$ cat config.mk
export PLATFORM = sky130hd
export DESIGN_NAME = ebsi_bus_front
export DESIGN_NICKNAME = d
export VERILOG_FILES = /design/src/verilog/ebsi_pkg.sv /design/src/verilog/ebsi_irq_if.sv /design/src/verilog/ebsi_sync.sv /design/src/verilog/ebsi_irq_map.sv /design/src/verilog/ebsi_bus_front.sv
export VERILOG_INCLUDE_DIRS = /design/src /design/src/verilog
export SDC_FILE = /design/constraint.sdc
export NUM_CORES = 1
export LEC_CHECK = 0
export ABC_AREA = 1
export BUFFER_PORTS_ARGS = -buffer_cell sky130_fd_sc_hd__buf_2
export CORE_MARGIN = 2
export CORE_UTILIZATION = 41
export DETAILED_ROUTE_END_ITERATION = 10
export PLACE_DENSITY = 0.84
export RECOVER_POWER = 25
export SYNTH_ARGS = -nofsm -noshare
export SYNTH_HDL_FRONTEND = slang
export SYNTH_SLANG_ARGS = --single-unit
$ cat constraint.sdc
create_clock -name clock -period 0.8 [get_ports clock]
set_clock_uncertainty 0.05 [all_clocks]
set_input_delay 0.2 -clock clock [delete_from_list [all_inputs] [get_ports clock]]
set_output_delay 0.2 -clock clock [all_outputs]
set_load 0.03 [all_outputs]
$ cat src/verilog/ebsi_consts.svh
// Constants of the expansion bus status and interrupt block
`ifndef EBSI_CONSTS_SVH
`define EBSI_CONSTS_SVH

// Status triple {memory/io select, direction, low status}
`define EBSI_ST_FETCH 3'h0
`define EBSI_ST_MEM_RD 3'h1
`define EBSI_ST_MEM_WR 3'h2
`define EBSI_ST_PASSIVE 3'h3
`define EBSI_ST_IRQ_ACK 3'h4
`define EBSI_ST_IO_RD 3'h5
`define EBSI_ST_IO_WR 3'h6
`define EBSI_ST_HALT 3'h7

// Interrupt vector type raised by the non-maskable input
`define EBSI_NMI_TYPE 8'h02

// Interrupt controller level positions
`define EBSI_LVL_SYNC 0
`define EBSI_LVL_SERIAL 1
`define EBSI_LVL_TIMER 2
`define EBSI_LVL_SHARED 3
`define EBSI_LVL_EXP_A 4
`define EBSI_LVL_EXP_B 5
`define EBSI_LVL_KEYBOARD 6
`define EBSI_LVL_VERTICAL 7

// Synchroniser lanes of the pin inputs
`define EBSI_SYN_WIDTH 16
`define EBSI_SYN_HOLD 15
`define EBSI_SYN_EXTERNAL_ACKNOWLEDGE_N 14
`define EBSI_SYN_NMI_N 13
`define EBSI_SYN_SHARED_N 12
`define EBSI_SYN_EXP_A 11
`define EBSI_SYN_EXP_B 10
`define EBSI_SYN_POWER_ON 9
`define EBSI_SYN_MANUAL_N 8
// Idle levels: active-low lines high, all else low
`define EBSI_SYN_RESET_VAL 16'h7100

`endif

$ cat src/verilog/ebsi_pkg.sv
// Types of the expansion bus status and interrupt block
`default_nettype none
package ebsi_pkg;

  typedef enum logic [1:0] {
    ST_OWNED,
    ST_DRAIN,
    ST_GRANTED,
    ST_RECLAIM
  } ebsi_hold_state_t;

  typedef enum logic [2:0] {
    CK_FETCH,
    CK_MEM_RD,
    CK_MEM_WR,
    CK_PASSIVE,
    CK_IRQ_ACK,
    CK_IO_RD,
    CK_IO_WR,
    CK_HALT
  } ebsi_cycle_kind_t;

endpackage : ebsi_pkg
`default_nettype wire

$ cat src/verilog/ebsi_irq_if.sv
// Interrupt signals passed between the bus front and the level map
`default_nettype none
interface ebsi_irq_if;
  logic nmiN;
  logic sharedN;
  logic expA;
  logic expB;
  logic syncDetect;
  logic serialReq;
  logic timerReq;
  logic keyboardLevel;
  logic verticalLevel;
  logic nmiTake;
  logic nmiPending;
  logic [7:0] levels;

  modport front (
    output nmiN, sharedN, expA, expB, syncDetect, serialReq, timerReq,
    output keyboardLevel, verticalLevel, nmiTake,
    input nmiPending, levels
  );
  modport map (
    input nmiN, sharedN, expA, expB, syncDetect, serialReq, timerReq,
    input keyboardLevel, verticalLevel, nmiTake,
    output nmiPending, levels
  );
endinterface : ebsi_irq_if
`default_nettype wire

$ cat src/verilog/ebsi_sync.sv
// Two-stage synchroniser for asynchronous pin inputs
`default_nettype none
module ebsi_sync #(
  parameter int WIDTH = 16,
  parameter logic [WIDTH-1:0] RESET_VAL = '0
) (
  // Clock and reset
  input wire logic clock,
  input wire logic rst,
  // Data
  input wire logic [WIDTH-1:0] asyncIn,
  output logic [WIDTH-1:0] syncOut
);

  typedef struct packed {
    logic [WIDTH-1:0] s1;
    logic [WIDTH-1:0] s2;
  } ebsi_sync_state_t;

  ebsi_sync_state_t st_q;
  ebsi_sync_state_t st_d;

  always_comb begin
    st_d = st_q;
    st_d.s1 = asyncIn;
    st_d.s2 = st_q.s1;
  end

  always_ff @(posedge clock) begin
    if (rst) begin
      st_q <= {RESET_VAL, RESET_VAL};
    end else begin
      st_q <= st_d;
    end
  end

  assign syncOut = st_q.s2;
endmodule : ebsi_sync
`default_nettype wire

$ cat src/verilog/ebsi_irq_map.sv
// Non-maskable edge catch and interrupt controller level map
`default_nettype none
`include "ebsi_consts.svh"
module ebsi_irq_map (
  // Clock and reset
  input wire logic clock,
  input wire logic rst,
  // Interrupt group
  ebsi_irq_if.map irq
);

  typedef struct packed {
    logic nmiPrev;
    logic nmiPending;
    logic [7:0] levels;
  } ebsi_map_state_t;

  ebsi_map_state_t st_q;
  ebsi_map_state_t st_d;
  logic nmiFall;

  always_comb begin
    st_d = st_q;
    st_d.nmiPrev = irq.nmiN;
    // Falling edge only; a held low level raises nothing more
    nmiFall = st_q.nmiPrev && !irq.nmiN;
    // A new edge in the cycle of acceptance stays pending
    st_d.nmiPending = nmiFall || (st_q.nmiPending && !irq.nmiTake);
    st_d.levels[`EBSI_LVL_SYNC] = irq.syncDetect;
    st_d.levels[`EBSI_LVL_SERIAL] = irq.serialReq;
    st_d.levels[`EBSI_LVL_TIMER] = irq.timerReq;
    st_d.levels[`EBSI_LVL_SHARED] = !irq.sharedN;
    st_d.levels[`EBSI_LVL_EXP_A] = irq.expA;
    st_d.levels[`EBSI_LVL_EXP_B] = irq.expB;
    st_d.levels[`EBSI_LVL_KEYBOARD] = irq.keyboardLevel;
    st_d.levels[`EBSI_LVL_VERTICAL] = irq.verticalLevel;
  end

  always_ff @(posedge clock) begin
    if (rst) begin
      st_q <= '{nmiPrev: 1'b1, nmiPending: 1'b0, levels: 8'h00};
    end else begin
      st_q <= st_d;
    end
  end

  assign irq.nmiPending = st_q.nmiPending;
  assign irq.levels = st_q.levels;
endmodule : ebsi_irq_map
`default_nettype wire

$ cat src/verilog/ebsi_bus_front.sv
// Expansion bus front: hold grant, ready, cycle status, reset and interrupts
// Operation
// - While hold grant is high all buffered bus and strobe outputs are floated.
// - The ready status pin shows the synchronized ready actually applied to the processor.
// - The memory/io select pin tells whether the cycle addresses memory or I/O.
// - The direction pin steers the transceivers for the current transfer.
// - With select low the triple means fetch, memory read, memory write, passive.
// - With select high the triple means irq acknowledge, I/O read, I/O write, halt.
// - A falling edge on the non-maskable input raises a type-2 interrupt at instruction end.
// - A low shared request line appears as a high request at level three.
// - The two direct expansion inputs go straight to levels four and five.
// - The bus reset output is driven at power-on and on the manual reset input.
// - Levels map sync, serial, timer, shared, expansion a, b, keyboard, vertical.
`default_nettype none
`include "ebsi_consts.svh"
module ebsi_bus_front (
  // Clock and reset
  input wire logic clock,
  input wire logic rst,
  // Processor bus side
  input wire logic [11:0] cpuAddr,
  input wire logic [7:0] cpuAdOut,
  input wire logic cpuAdOe,
  input wire logic cpuAle,
  input wire logic cpuIoSel,
  input wire logic cpuRd,
  input wire logic cpuWr,
  input wire logic cpuDir,
  input wire logic cpuXcvrEn,
  input wire logic cpuLowStatus,
  input wire logic cpuIrqAck,
  input wire logic cpuDataStrobe,
  input wire logic cpuReadyIn,
  input wire logic cpuInstrEnd,
  output logic [7:0] cpuAdIn,
  output logic cpuReady,
  output logic cpuHoldStall,
  output logic cpuNmiPending,
  output logic [7:0] cpuNmiType,
  output logic [7:0] irqLevels,
  output ebsi_pkg::ebsi_cycle_kind_t cycleKind,
  // On-board interrupt sources
  input wire logic syncDetect,
  input wire logic serialReq,
  input wire logic timerReq,
  input wire logic keyboardLevel,
  input wire logic verticalLevel,
  // Expansion bus address and data pins
  output logic [11:0] busAddr,
  output logic busAddrOe,
  input wire logic [7:0] busAdIn,
  output logic [7:0] busAdOut,
  output logic busAdOe,
  // Expansion bus control pins, busCtlOe for the group, own enable for the read data strobe
  output logic busAle,
  output logic busIoSel,
  output logic busRd,
  output logic busWr,
  output logic busDir,
  output logic busXcvrEn,
  output logic busLowStatus,
  output logic busIrqAck,
  output logic busCtlOe,
  output logic readDataStrobe,
  output logic readDataStrobeOe,
  // Expansion bus status and request pins
  output logic holdGrant,
  output logic readyStatus,
  output logic busReset,
  input wire logic holdReq,
  input wire logic externalAckN,
  input wire logic nmiN,
  input wire logic sharedIrqN,
  input wire logic expansionLevelA,
  input wire logic expansionLevelB,
  input wire logic powerOn,
  input wire logic manualResetN
);

  typedef struct packed {
    ebsi_pkg::ebsi_hold_state_t hold;
    logic grant;
    logic ready;
    ebsi_pkg::ebsi_cycle_kind_t kind;
    logic busReset;
    logic [11:0] addr;
    logic [7:0] adOut;
    logic adOe;
    logic ale;
    logic ioSel;
    logic rd;
    logic wr;
    logic dir;
    logic xcvrEn;
    logic lowStatus;
    logic irqAck;
    logic dataStrobe;
  } ebsi_front_state_t;

  ebsi_front_state_t st_q;
  ebsi_front_state_t st_d;

  logic [`EBSI_SYN_WIDTH-1:0] synIn;
  logic [`EBSI_SYN_WIDTH-1:0] synOut;
  logic holdSync;
  logic xackSync;
  logic powerOnSync;
  logic manualSync;
  logic [2:0] cpuTriple;
  logic cpuIdle;

  ebsi_irq_if irq ();

  // Pin inputs reach logic only through two flip-flops
  assign synIn = {holdReq, externalAckN, nmiN, sharedIrqN, expansionLevelA,
                  expansionLevelB, powerOn, manualResetN, busAdIn};

  ebsi_sync #(
    .WIDTH(`EBSI_SYN_WIDTH),
    .RESET_VAL(`EBSI_SYN_RESET_VAL)
  ) u_sync (
    .clock(clock),
    .rst(rst),
    .asyncIn(synIn),
    .syncOut(synOut)
  );

  assign holdSync = synOut[`EBSI_SYN_HOLD];
  assign xackSync = synOut[`EBSI_SYN_EXTERNAL_ACKNOWLEDGE_N];
  assign powerOnSync = synOut[`EBSI_SYN_POWER_ON];
  assign manualSync = !synOut[`EBSI_SYN_MANUAL_N];
  assign cpuAdIn = synOut[7:0];

  assign irq.nmiN = synOut[`EBSI_SYN_NMI_N];
  assign irq.sharedN = synOut[`EBSI_SYN_SHARED_N];
  assign irq.expA = synOut[`EBSI_SYN_EXP_A];
  assign irq.expB = synOut[`EBSI_SYN_EXP_B];
  assign irq.syncDetect = syncDetect;
  assign irq.serialReq = serialReq;
  assign irq.timerReq = timerReq;
  assign irq.keyboardLevel = keyboardLevel;
  assign irq.verticalLevel = verticalLevel;
  assign irq.nmiTake = cpuInstrEnd && irq.nmiPending;

  ebsi_irq_map u_map (
    .clock(clock),
    .rst(rst),
    .irq(irq.map)
  );

  assign cpuTriple = {cpuIoSel, cpuDir, cpuLowStatus};
  // Bus is free for a hand-over only between cycles
  assign cpuIdle = (cpuTriple == `EBSI_ST_PASSIVE) && !cpuAle;

  always_comb begin
    st_d = st_q;
    // Hand-over of the buses to an external master
    case (st_q.hold)
      ebsi_pkg::ST_OWNED: begin
        if (holdSync) begin
          st_d.hold = ebsi_pkg::ST_DRAIN;
        end
      end
      ebsi_pkg::ST_DRAIN: begin
        if (!holdSync) begin
          st_d.hold = ebsi_pkg::ST_OWNED;
        end else if (cpuIdle) begin
          st_d.hold = ebsi_pkg::ST_GRANTED;
          st_d.grant = 1'b1;
        end
      end
      ebsi_pkg::ST_GRANTED: begin
        if (!holdSync) begin
          st_d.hold = ebsi_pkg::ST_RECLAIM;
          st_d.grant = 1'b0;
        end
      end
      ebsi_pkg::ST_RECLAIM: begin
        st_d.hold = ebsi_pkg::ST_OWNED;
      end
      default: begin
        st_d.hold = ebsi_pkg::ST_OWNED;
        st_d.grant = 1'b0;
      end
    endcase
    // Ready applied to the processor includes external wait states
    st_d.ready = cpuReadyIn && xackSync;
    // Cycle status decode of the triple
    case (cpuTriple)
      `EBSI_ST_FETCH: st_d.kind = ebsi_pkg::CK_FETCH;
      `EBSI_ST_MEM_RD: st_d.kind = ebsi_pkg::CK_MEM_RD;
      `EBSI_ST_MEM_WR: st_d.kind = ebsi_pkg::CK_MEM_WR;
      `EBSI_ST_PASSIVE: st_d.kind = ebsi_pkg::CK_PASSIVE;
      `EBSI_ST_IRQ_ACK: st_d.kind = ebsi_pkg::CK_IRQ_ACK;
      `EBSI_ST_IO_RD: st_d.kind = ebsi_pkg::CK_IO_RD;
      `EBSI_ST_IO_WR: st_d.kind = ebsi_pkg::CK_IO_WR;
      `EBSI_ST_HALT: st_d.kind = ebsi_pkg::CK_HALT;
      default: st_d.kind = ebsi_pkg::CK_PASSIVE;
    endcase
    st_d.busReset = powerOnSync || manualSync;
    // Buffered copies of the processor bus
    st_d.addr = cpuAddr;
    st_d.adOut = cpuAdOut;
    st_d.adOe = cpuAdOe;
    st_d.ale = cpuAle;
    st_d.ioSel = cpuIoSel;
    st_d.rd = cpuRd;
    st_d.wr = cpuWr;
    st_d.dir = cpuDir;
    st_d.xcvrEn = cpuXcvrEn;
    st_d.lowStatus = cpuLowStatus;
    st_d.irqAck = cpuIrqAck;
    st_d.dataStrobe = cpuDataStrobe;
  end

  always_ff @(posedge clock) begin
    if (rst) begin
      st_q <= '{
        hold: ebsi_pkg::ST_OWNED,
        grant: 1'b0,
        ready: 1'b0,
        kind: ebsi_pkg::CK_PASSIVE,
        busReset: 1'b1,
        addr: 12'h000,
        adOut: 8'h00,
        adOe: 1'b0,
        ale: 1'b0,
        ioSel: 1'b0,
        rd: 1'b0,
        wr: 1'b0,
        dir: 1'b1,
        xcvrEn: 1'b0,
        lowStatus: 1'b1,
        irqAck: 1'b0,
        dataStrobe: 1'b0
      };
    end else begin
      st_q <= st_d;
    end
  end

  // Floated group follows the grant register itself
  assign busAddrOe = !st_q.grant;
  assign busAdOe = !st_q.grant && st_q.adOe;
  assign busCtlOe = !st_q.grant;
  // External master owns the read data strobe while granted
  assign readDataStrobeOe = !st_q.grant;

  assign busAddr = st_q.addr;
  assign busAdOut = st_q.adOut;
  assign busAle = st_q.ale;
  assign busIoSel = st_q.ioSel;
  assign busRd = st_q.rd;
  assign busWr = st_q.wr;
  assign busDir = st_q.dir;
  assign busXcvrEn = st_q.xcvrEn;
  assign busLowStatus = st_q.lowStatus;
  assign busIrqAck = st_q.irqAck;
  assign readDataStrobe = st_q.dataStrobe;

  assign holdGrant = st_q.grant;
  assign readyStatus = st_q.ready;
  assign cpuReady = st_q.ready;
  // No new processor cycle while hold is requested, the bus is away or being retaken
  assign cpuHoldStall = (st_q.hold != ebsi_pkg::ST_OWNED);
  assign cycleKind = st_q.kind;
  assign busReset = st_q.busReset;
  assign cpuNmiPending = irq.nmiPending;
  assign cpuNmiType = `EBSI_NMI_TYPE;
  assign irqLevels = irq.levels;
endmodule : ebsi_bus_front
`default_nettype wire

Word level (Yosys, flattened, before mapping)
Memories as Yosys holds them, arrays and structs flattened. A register that Yosys moved wholly into a read port is not among the register bits. Index checks and enable logic that the tools add are counted.

$add $sub $neg: 0. Multiply operators: 0. Div/mod/pow operators: 0. $lt $le $gt $ge: 0. Eq/ne operators: 9. Shift-type cells: 0. Muxes and demuxes: 7. Bitwise logic cells: 0. Reduce and logical (&&, ||, !) cells: 19.

Operator list (number): case mux 2 bit (4 select lines) (1); logical AND 1 bit (6); logical NOT 1 bit (6); 2-to-1 mux 3 bit (2); equality test 2 bit (second input constant) (2); 2-to-1 mux 2 bit (2); != test 2 x 1 -> 1 bit (second input constant) (2); != test 2 bit (second input constant) (2); AND reduction 4 bit (1); nonzero test 2 bit (2); equality test 3 x 2 -> 1 bit (second input constant) (1); != test 3 bit (second input constant) (1); AND reduction 3 bit (1); equality test 2 x 1 -> 1 bit (second input constant) (1); logical NOT 2 bit (1); logical OR 1 bit (2); case mux 1 bit (2 select lines) (1); 2-to-1 mux 1 bit (1).

Register bits: 77. Bits in latches: 0. RAM bits: 0. ROM bits: 24. Input port bits: 55. Output and inout port bits: 66. Word-level logic and storage cells: 57. Memories: 1.

Memory list: (no name shown) (words 8, bits a word 3, read ports 1, clocked after memory_dff 1, wr ports 0, RTL line ebsi_bus_front.sv:189) `case (cpuTriple)`.

Depth between registers and ports, before layout
Gate-level depths: netlist (run 1).

Depth in word-level cells: 5. Mapped depth: 5. Mapped depth without buffers: 5.

Modules after synthesis
Synthesis (run 1) repeated with hierarchy kept, for this count alone.

Cells, all modules: 303. Area, all modules: 2623.8 um^2.

By module, submodules not included: ebsi_bus_front (times used 1, cells each 162, area each 1332.5 um^2); ebsi_sync (times used 1, cells each 100, area each 928.4 um^2); ebsi_irq_map (times used 1, cells each 41, area each 362.8 um^2).

Worst setup path before layout (run 1)
OpenSTA, ideal clock, no wires.

Kind: register to output. Start: register st_q, in the netlist holdGrant. End: output busCtlOe. Arrival: 0.991 ns. Data required time: 0.550 ns. Path slack: -0.441 ns. Stages on the path, launching flop included: 3. Path buffers: 1. Cell sequence: dfxtp_1 inv_1 buf_4.

Cells in the longest elaborated chain, start to end: 1.

Ends and longest elaborated chain: from (decl) (RTL line ebsi_bus_front.sv:100) `ebsi_front_state_t st_q;`; from (signal assigned) (RTL line ebsi_bus_front.sv:218) `st_q <= '{`; from (signal assigned) (RTL line ebsi_bus_front.sv:238) `st_q <= st_d;`; logical NOT 1 bit; to (decl) (RTL line ebsi_bus_front.sv:63) `output logic busCtlOe,`.

Every way passes these cells.

Final worst setup path (run 1)
Start: register st_q, in the netlist holdGrant. End: output busAdOe.

Cells in the longest elaborated chain, start to end: 2.

Ends and longest elaborated chain: logical NOT 1 bit (RTL line ebsi_bus_front.sv:244) `assign busAdOe = !st_q.grant && st_q.adOe;`; logical AND 1 bit (RTL line ebsi_bus_front.sv:244); to (decl) (RTL line ebsi_bus_front.sv:53) `output logic busAdOe,`.

Every way passes these cells.

==> results_dict.tcl, run 1 <==
set metrics [dict create \
    startpoint_type "register" \
    place_congestion 0.631 \
    period_share 1.55 \
    fin_cells 482 \
    timing_hold_violations_final 1 \
    setup_slack_ns -0.438 \
    insertion_delay_ns 0.32 \
    finish.net_count 456 \
    die_w_um 84.3 \
    clk_pin_slew_ns 0.07 \
    layout_common_cells "65 x inv_1, 62 x nor2_1, 55 x buf_6" \
    cpPeakStageDelay_ns 0.36 \
    end_kind "output pin" \
    postCtsHoldBufs 24 \
    io_buffers 112 \
    syn_area_um2 2650 \
    post_drt_wl_per_cell_um 10.1 \
    post-route-min-period_ns 1.24 \
    drv_cap 0 \
    whs_ns -0.00618 \
    die_area_um2 7110 \
    dp_hpwl_um 3100 \
    grt_max_degree 24 \
    area_growth_pct 44.5 \
    gr-usage-all-layers 0.147 \
    violations "negative hold slack, negative setup slack" \
    coreArea_um2 6280 \
    p_per_area_nw_per_um2 2030 \
    ys_seq_area_frac 0.583 \
    leakagePower_nw 1.98 \
    worstPathArrival_ns 0.99 \
    synth_seq_cells 77 \
    final-max-slew-violation-count 0 \
    syn_avg_cell_area_um2 8.88 \
    setup_viol 70 \
    critical_path.max_fanout 4 \
    syn_inst 298 \
    dr.pass1.iters 4 \
    cts.path.max_buffers 2 \
    hold_path.startpoint "nmiN" \
    utilization 0.609 \
    cts-buffers-inserted 9 \
    fmax_mhz 808 \
    hold_path.class "in2reg" \
    dp_slack_ns -0.185 \
    yosys_warnings 0 \
    antenna_found_initial 0 \
    required_ns 0.55 \
    tritoncts "done" \
    dr_total_vias 1873 \
    crit_start "holdGrant" \
    cts_htree_levels 3 \
    final_common_cell "inv_1" \
    drtIter0Drc 23 \
    start_util 0.421 \
    dp.cells 441 \
    rsz0062_at_grt "true" \
    drt-total-wl_um 4880 \
    drc_errors 0 \
    slowest_stage "dfxtp_4" \
    io_pins 121 \
    grt_first_pass_wirelength_um 8150 \
    nFillCells 520 \
    numClockSinks 77 \
    crit_chain "nor2_2 -> buf_6" \
    yosysUniqueCellTypes 14 \
    cts_root_buf "clkbuf_8" \
    ir_drop_uv 1150 \
    diodes 0 \
    dieHeight_um 84.3 \
    grt_pass1_vias 1947 \
    rows 29 \
    status "finished, violations left" \
    worstSetupPathType "reg2out" \
    ant_nets 0 \
    finalSetupTns_ns -15.07 \
    via_per_inst 3.89 \
    drive_gt1_frac 0.481 \
    grt_overflow 0 \
]
==> final cells by class <==
class	count	area [um^2]	area share
inverter	68	259	0.0678
timing repair buffer	144	1210	0.317
tap	77	96.3	0.0252
sequential	77	1620	0.424
multi-input combinational	101	460	0.120
clock buffer	11	153	0.0399
clock inverter	4	21.3	0.00556
==> critical path, delay by kind of cell (launching register included) <==
family,cells,cell delay [ns]
flops,1,0.36
simple gates,1,0.15
buf+inv,1,0.15
==> synth_stat cells <==
cell type	count	share of area
nor2_1	65	0.092
dfxtp_1	77	0.58
nand3_1	2	0.0038
inv_1	68	0.096
buf_6	5	0.021
conb_1	2	0.0028
buf_2	2	0.0038
nand2_1	9	0.013
nand3b_1	2	0.0057
a21oi_1	3	0.0057
o21ai_1	1	0.0019
or2_2	2	0.0047
buf_4	51	0.14
or2_1	9	0.021
==> flip-flops by register name, summed over array words and instances, names as in the netlist, 2 cells and up, named ones only <==
name and cells:
u_sync.st_d 16, u_sync.syncOut 16, busAddr 12, busAdOut 8, u_map.irq.levels 8, cycleKind 2
st_q 2
==> metrics by stage <==
step | instance area [um^2] | power (mW)
global route | 3820 | 8.14
detailed placement | 2970 | 4.98
floorplan | 2720 | 4.85
CTS | 3800 | 7.88
finish | 3820 | 7.74
global placement | 2970 | 4.96
==> report_power, final <==
part | switching (mW) | total [mW] | internal, mW | leakage [nW]
clock network | 1.27 | 2.55 | 1.28 | 0.0944
logic | 0.576 | 1.09 | 0.512 | 1.23
registers | 0.0791 | 4.11 | 4.03 | 0.655
total | 1.92 | 7.74 | 5.82 | 1.98
==> final timing paths <==
path                                             to  slack (ns)  cells past startpoint
worst max-delay path                        busAdOe       -0.44                      2
worst min-delay path                u_sync.st_d[13]      -0.006                      2
worst max register to register             register       -0.15                      4
worst min register to register  u_map.irq.levels[3]        0.33                      1
==> repair_timing <==
| action | CTS | global route |
|---|---|---|
| endpoints found under the hold margin | 28 | 3 |
| resized for setup | 160 | 11 |
| pin swaps | 3 | 1 |
| endpoints found under the setup margin | 61 | 61 |
| buffers inserted | 1 | 1 |
==> logic make-up after synthesis <==
kind of cell,after synthesis,share of synthesized area
and+or+nand+nor,89,0.140
AOI/OAI and AO/OA,4,0.00757
other,2,0.00284
buffers and inverters,126,0.266
DFF,77,0.583
==> per-layer routing <==
| layer | routed length [um] | vias to the layer above | share of wire | global-route usage |
|---|---|---|---|---|
| met3 | 298 | 14 | 0.061 | 0.0344 |
| met2 | 2580 | 79 | 0.53 | 0.266 |
| li1 | - | 979 | - | - |
| met1 | 1850 | 801 | 0.38 | 0.146 |
| met4 | 151 | 0 | 0.031 | 0.103 |
| met5 | 0 | - | 0 | 0 |
Note: power is estimated with default switching activity, not from simulation.
==> run 2, diff against run 1 <==
- CORE_UTILIZATION: 41 -> 30
- PLACE_DENSITY: 0.84 -> 0.67
==> run 2 against run 1 <==
The flow still finishes with violations (negative hold slack, negative setup slack). Non-clock buffer count grew 10. Routed wire length grew 11%. Combinational power is essentially flat. First-iteration DRC count grew to 3.4 times the previous value. Count of clock-buffer cells in the layout grew 1. Cell area grew 3.3%. Critical path depth is the same. Sequential power is essentially flat. Register-to-register slack lost 0.04 ns. Die area grew 35%. Highest routed layer unchanged.
==> results_dict.tcl, run 2 (same netlist as run 1, synthesis figures left out) <==
set metrics [dict create \
    critical_path.max_fanout 4 \
    period_share 1.53 \
    hold_path.startpoint "manualResetN" \
    post_drt_wl_per_cell_um 10.3 \
    place_congestion 0.651 \
    p_comb_frac 0.145 \
    switching_share 0.254 \
    required_ns 0.55 \
    leakagePower_nw 2.01 \
    timing_hold_violations_final 3 \
    drc_errors 0 \
    grt_max_degree 29 \
    numClockSinks 77 \
    power.total_mw 7.73 \
    dr_total_vias 1949 \
    coreArea_um2 8640 \
    grt_overflow 0 \
    post-route-min-period_ns 1.22 \
    whs_path_depth 2 \
    ff2ff_path_depth 5 \
    finalSetupTns_ns -15.36 \
    power_switching_mw 1.96 \
    clkPwrFrac 0.324 \
    holdPathEnd "u_sync.st_d[8]" \
    r2r-end "holdGrant" \
    io_pins 121 \
    postCtsHoldBufs 33 \
    status "finished, violations left" \
    dp_slack_ns -0.136 \
    tritoncts "done" \
    utilization 0.457 \
    cts_htree_levels 3 \
    hold_path.class "in2reg" \
    cts-buffers-inserted 9 \
    clk_pin_slew_ns 0.07 \
    io_buffers 112 \
    worstSetupPathType "reg2out" \
    layout_common_cells "65 x inv_1, 63 x nor2_1, 56 x buf_2" \
    fmax_mhz 816 \
    ant_nets 0 \
    drt-total-wl_um 5410 \
    dp_hpwl_um 3310 \
    die_w_um 97.9 \
    worstReg2RegStart "st_q[36]" \
    startpoint_type "register" \
    die_area_um2 9580 \
    violations "negative hold slack, negative setup slack" \
    final-max-slew-violation-count 0 \
    area_growth_pct 49.3 \
    final_common_cell "inv_1" \
    end_kind "output pin" \
    rows 34 \
    p_per_area_nw_per_um2 1960 \
    insertion_delay_ns 0.33 \
    seqPwrFrac 0.531 \
    ir_drop_uv 643 \
    cts.path.max_buffers 2 \
    setup_viol 62 \
    p_int_mw 5.77 \
    ff2ff_setup_slack_ns -0.19 \
    grt_pass1_vias 2073 \
    drv_cap 0 \
    drive_gt1_frac 0.478 \
    rsz0062_at_grt "true" \
    setup_slack_ns -0.425 \
    whs_ns -0.00966 \
    worstPathArrival_ns 0.97 \
    gr-usage-all-layers 0.116 \
    drtIter0Drc 78 \
    grt_first_pass_wirelength_um 8610 \
    cts_root_buf "clkbuf_8" \
    dieHeight_um 97.9 \
    start_util 0.306 \
    antenna_found_initial 1 \
    finish.net_count 466 \
    via_per_inst 3.71 \
    dr.pass1.iters 3 \
]
run 2: routing by layer:
layer / track usage / wire length, um / part of all wire / up-vias
li1: - / - / - / 1001
met1: 0.110 / 1950 / 0.36 / 860
met2: 0.208 / 2880 / 0.53 / 73
met3: 0.0415 / 395 / 0.073 / 15
met4: 0.0844 / 177 / 0.033 / 0
met5: 0 / 0 / 0 / -
run 2: critical path, stage by stage, from the launching register on:
cell	delay, ns
dfxtp_4	0.38
clkinvlp_4	0.08
buf_2	0.17
run 2: how the worst max path moves through the flow:
| stage | startpoint | end | slack (ns) | cells after the start |
|---|---|---|---|---|
| floorplan | holdGrant | busCtlOe | -0.27 | 2 |
| global placement | rst | cycleKind[0] | -0.12 | 3 |
| detailed placement | rst | cycleKind[0] | -0.14 | 3 |
| CTS | holdGrant | busAddrOe | -0.45 | 2 |
| global route | holdGrant | readDataStrobeOe | -0.48 | 2 |
| finish | holdGrant | busAddrOe | -0.42 | 2 |
run 2: area by class of cell:
type	instances	area [um^2]
diodes	1	2.50
clock buffers	12	145
clock inverters	4	23.8
fillers	820	4690
inverters	68	259
multi-input cells	101	468
flip-flops and latches	77	1620
well taps	108	135
repair buffers	154	1300
run 2: repair_timing:
action | 4_1_cts | 5_1_grt
pin swaps | 4 | 5
gates resized for setup | 158 | 13
endpoints found under the setup margin | 61 | 62
hold endpoints to repair | 39 | 6
setup buffers | 1 | 3
run 2: power groups by stage:
stage               clock (mW)  combinational (mW)  sequential [mW]
detailed placement           0               0.846             4.14
global placement             0               0.832             4.14
finish                    2.50                1.12             4.10
floorplan                    0               0.646             4.20
global route              2.84                1.21             4.12
CTS                       2.65                1.13             4.11
run 2: stage by stage:
| step | instance area, um^2 | std cells |
|---|---|---|
| floorplan | 2720 | 304 |
| global placement | 3010 | 472 |
| detailed placement | 3010 | 472 |
| CTS | 3920 | 522 |
| global route | 3950 | 524 |
| finish | 3950 | 525 |
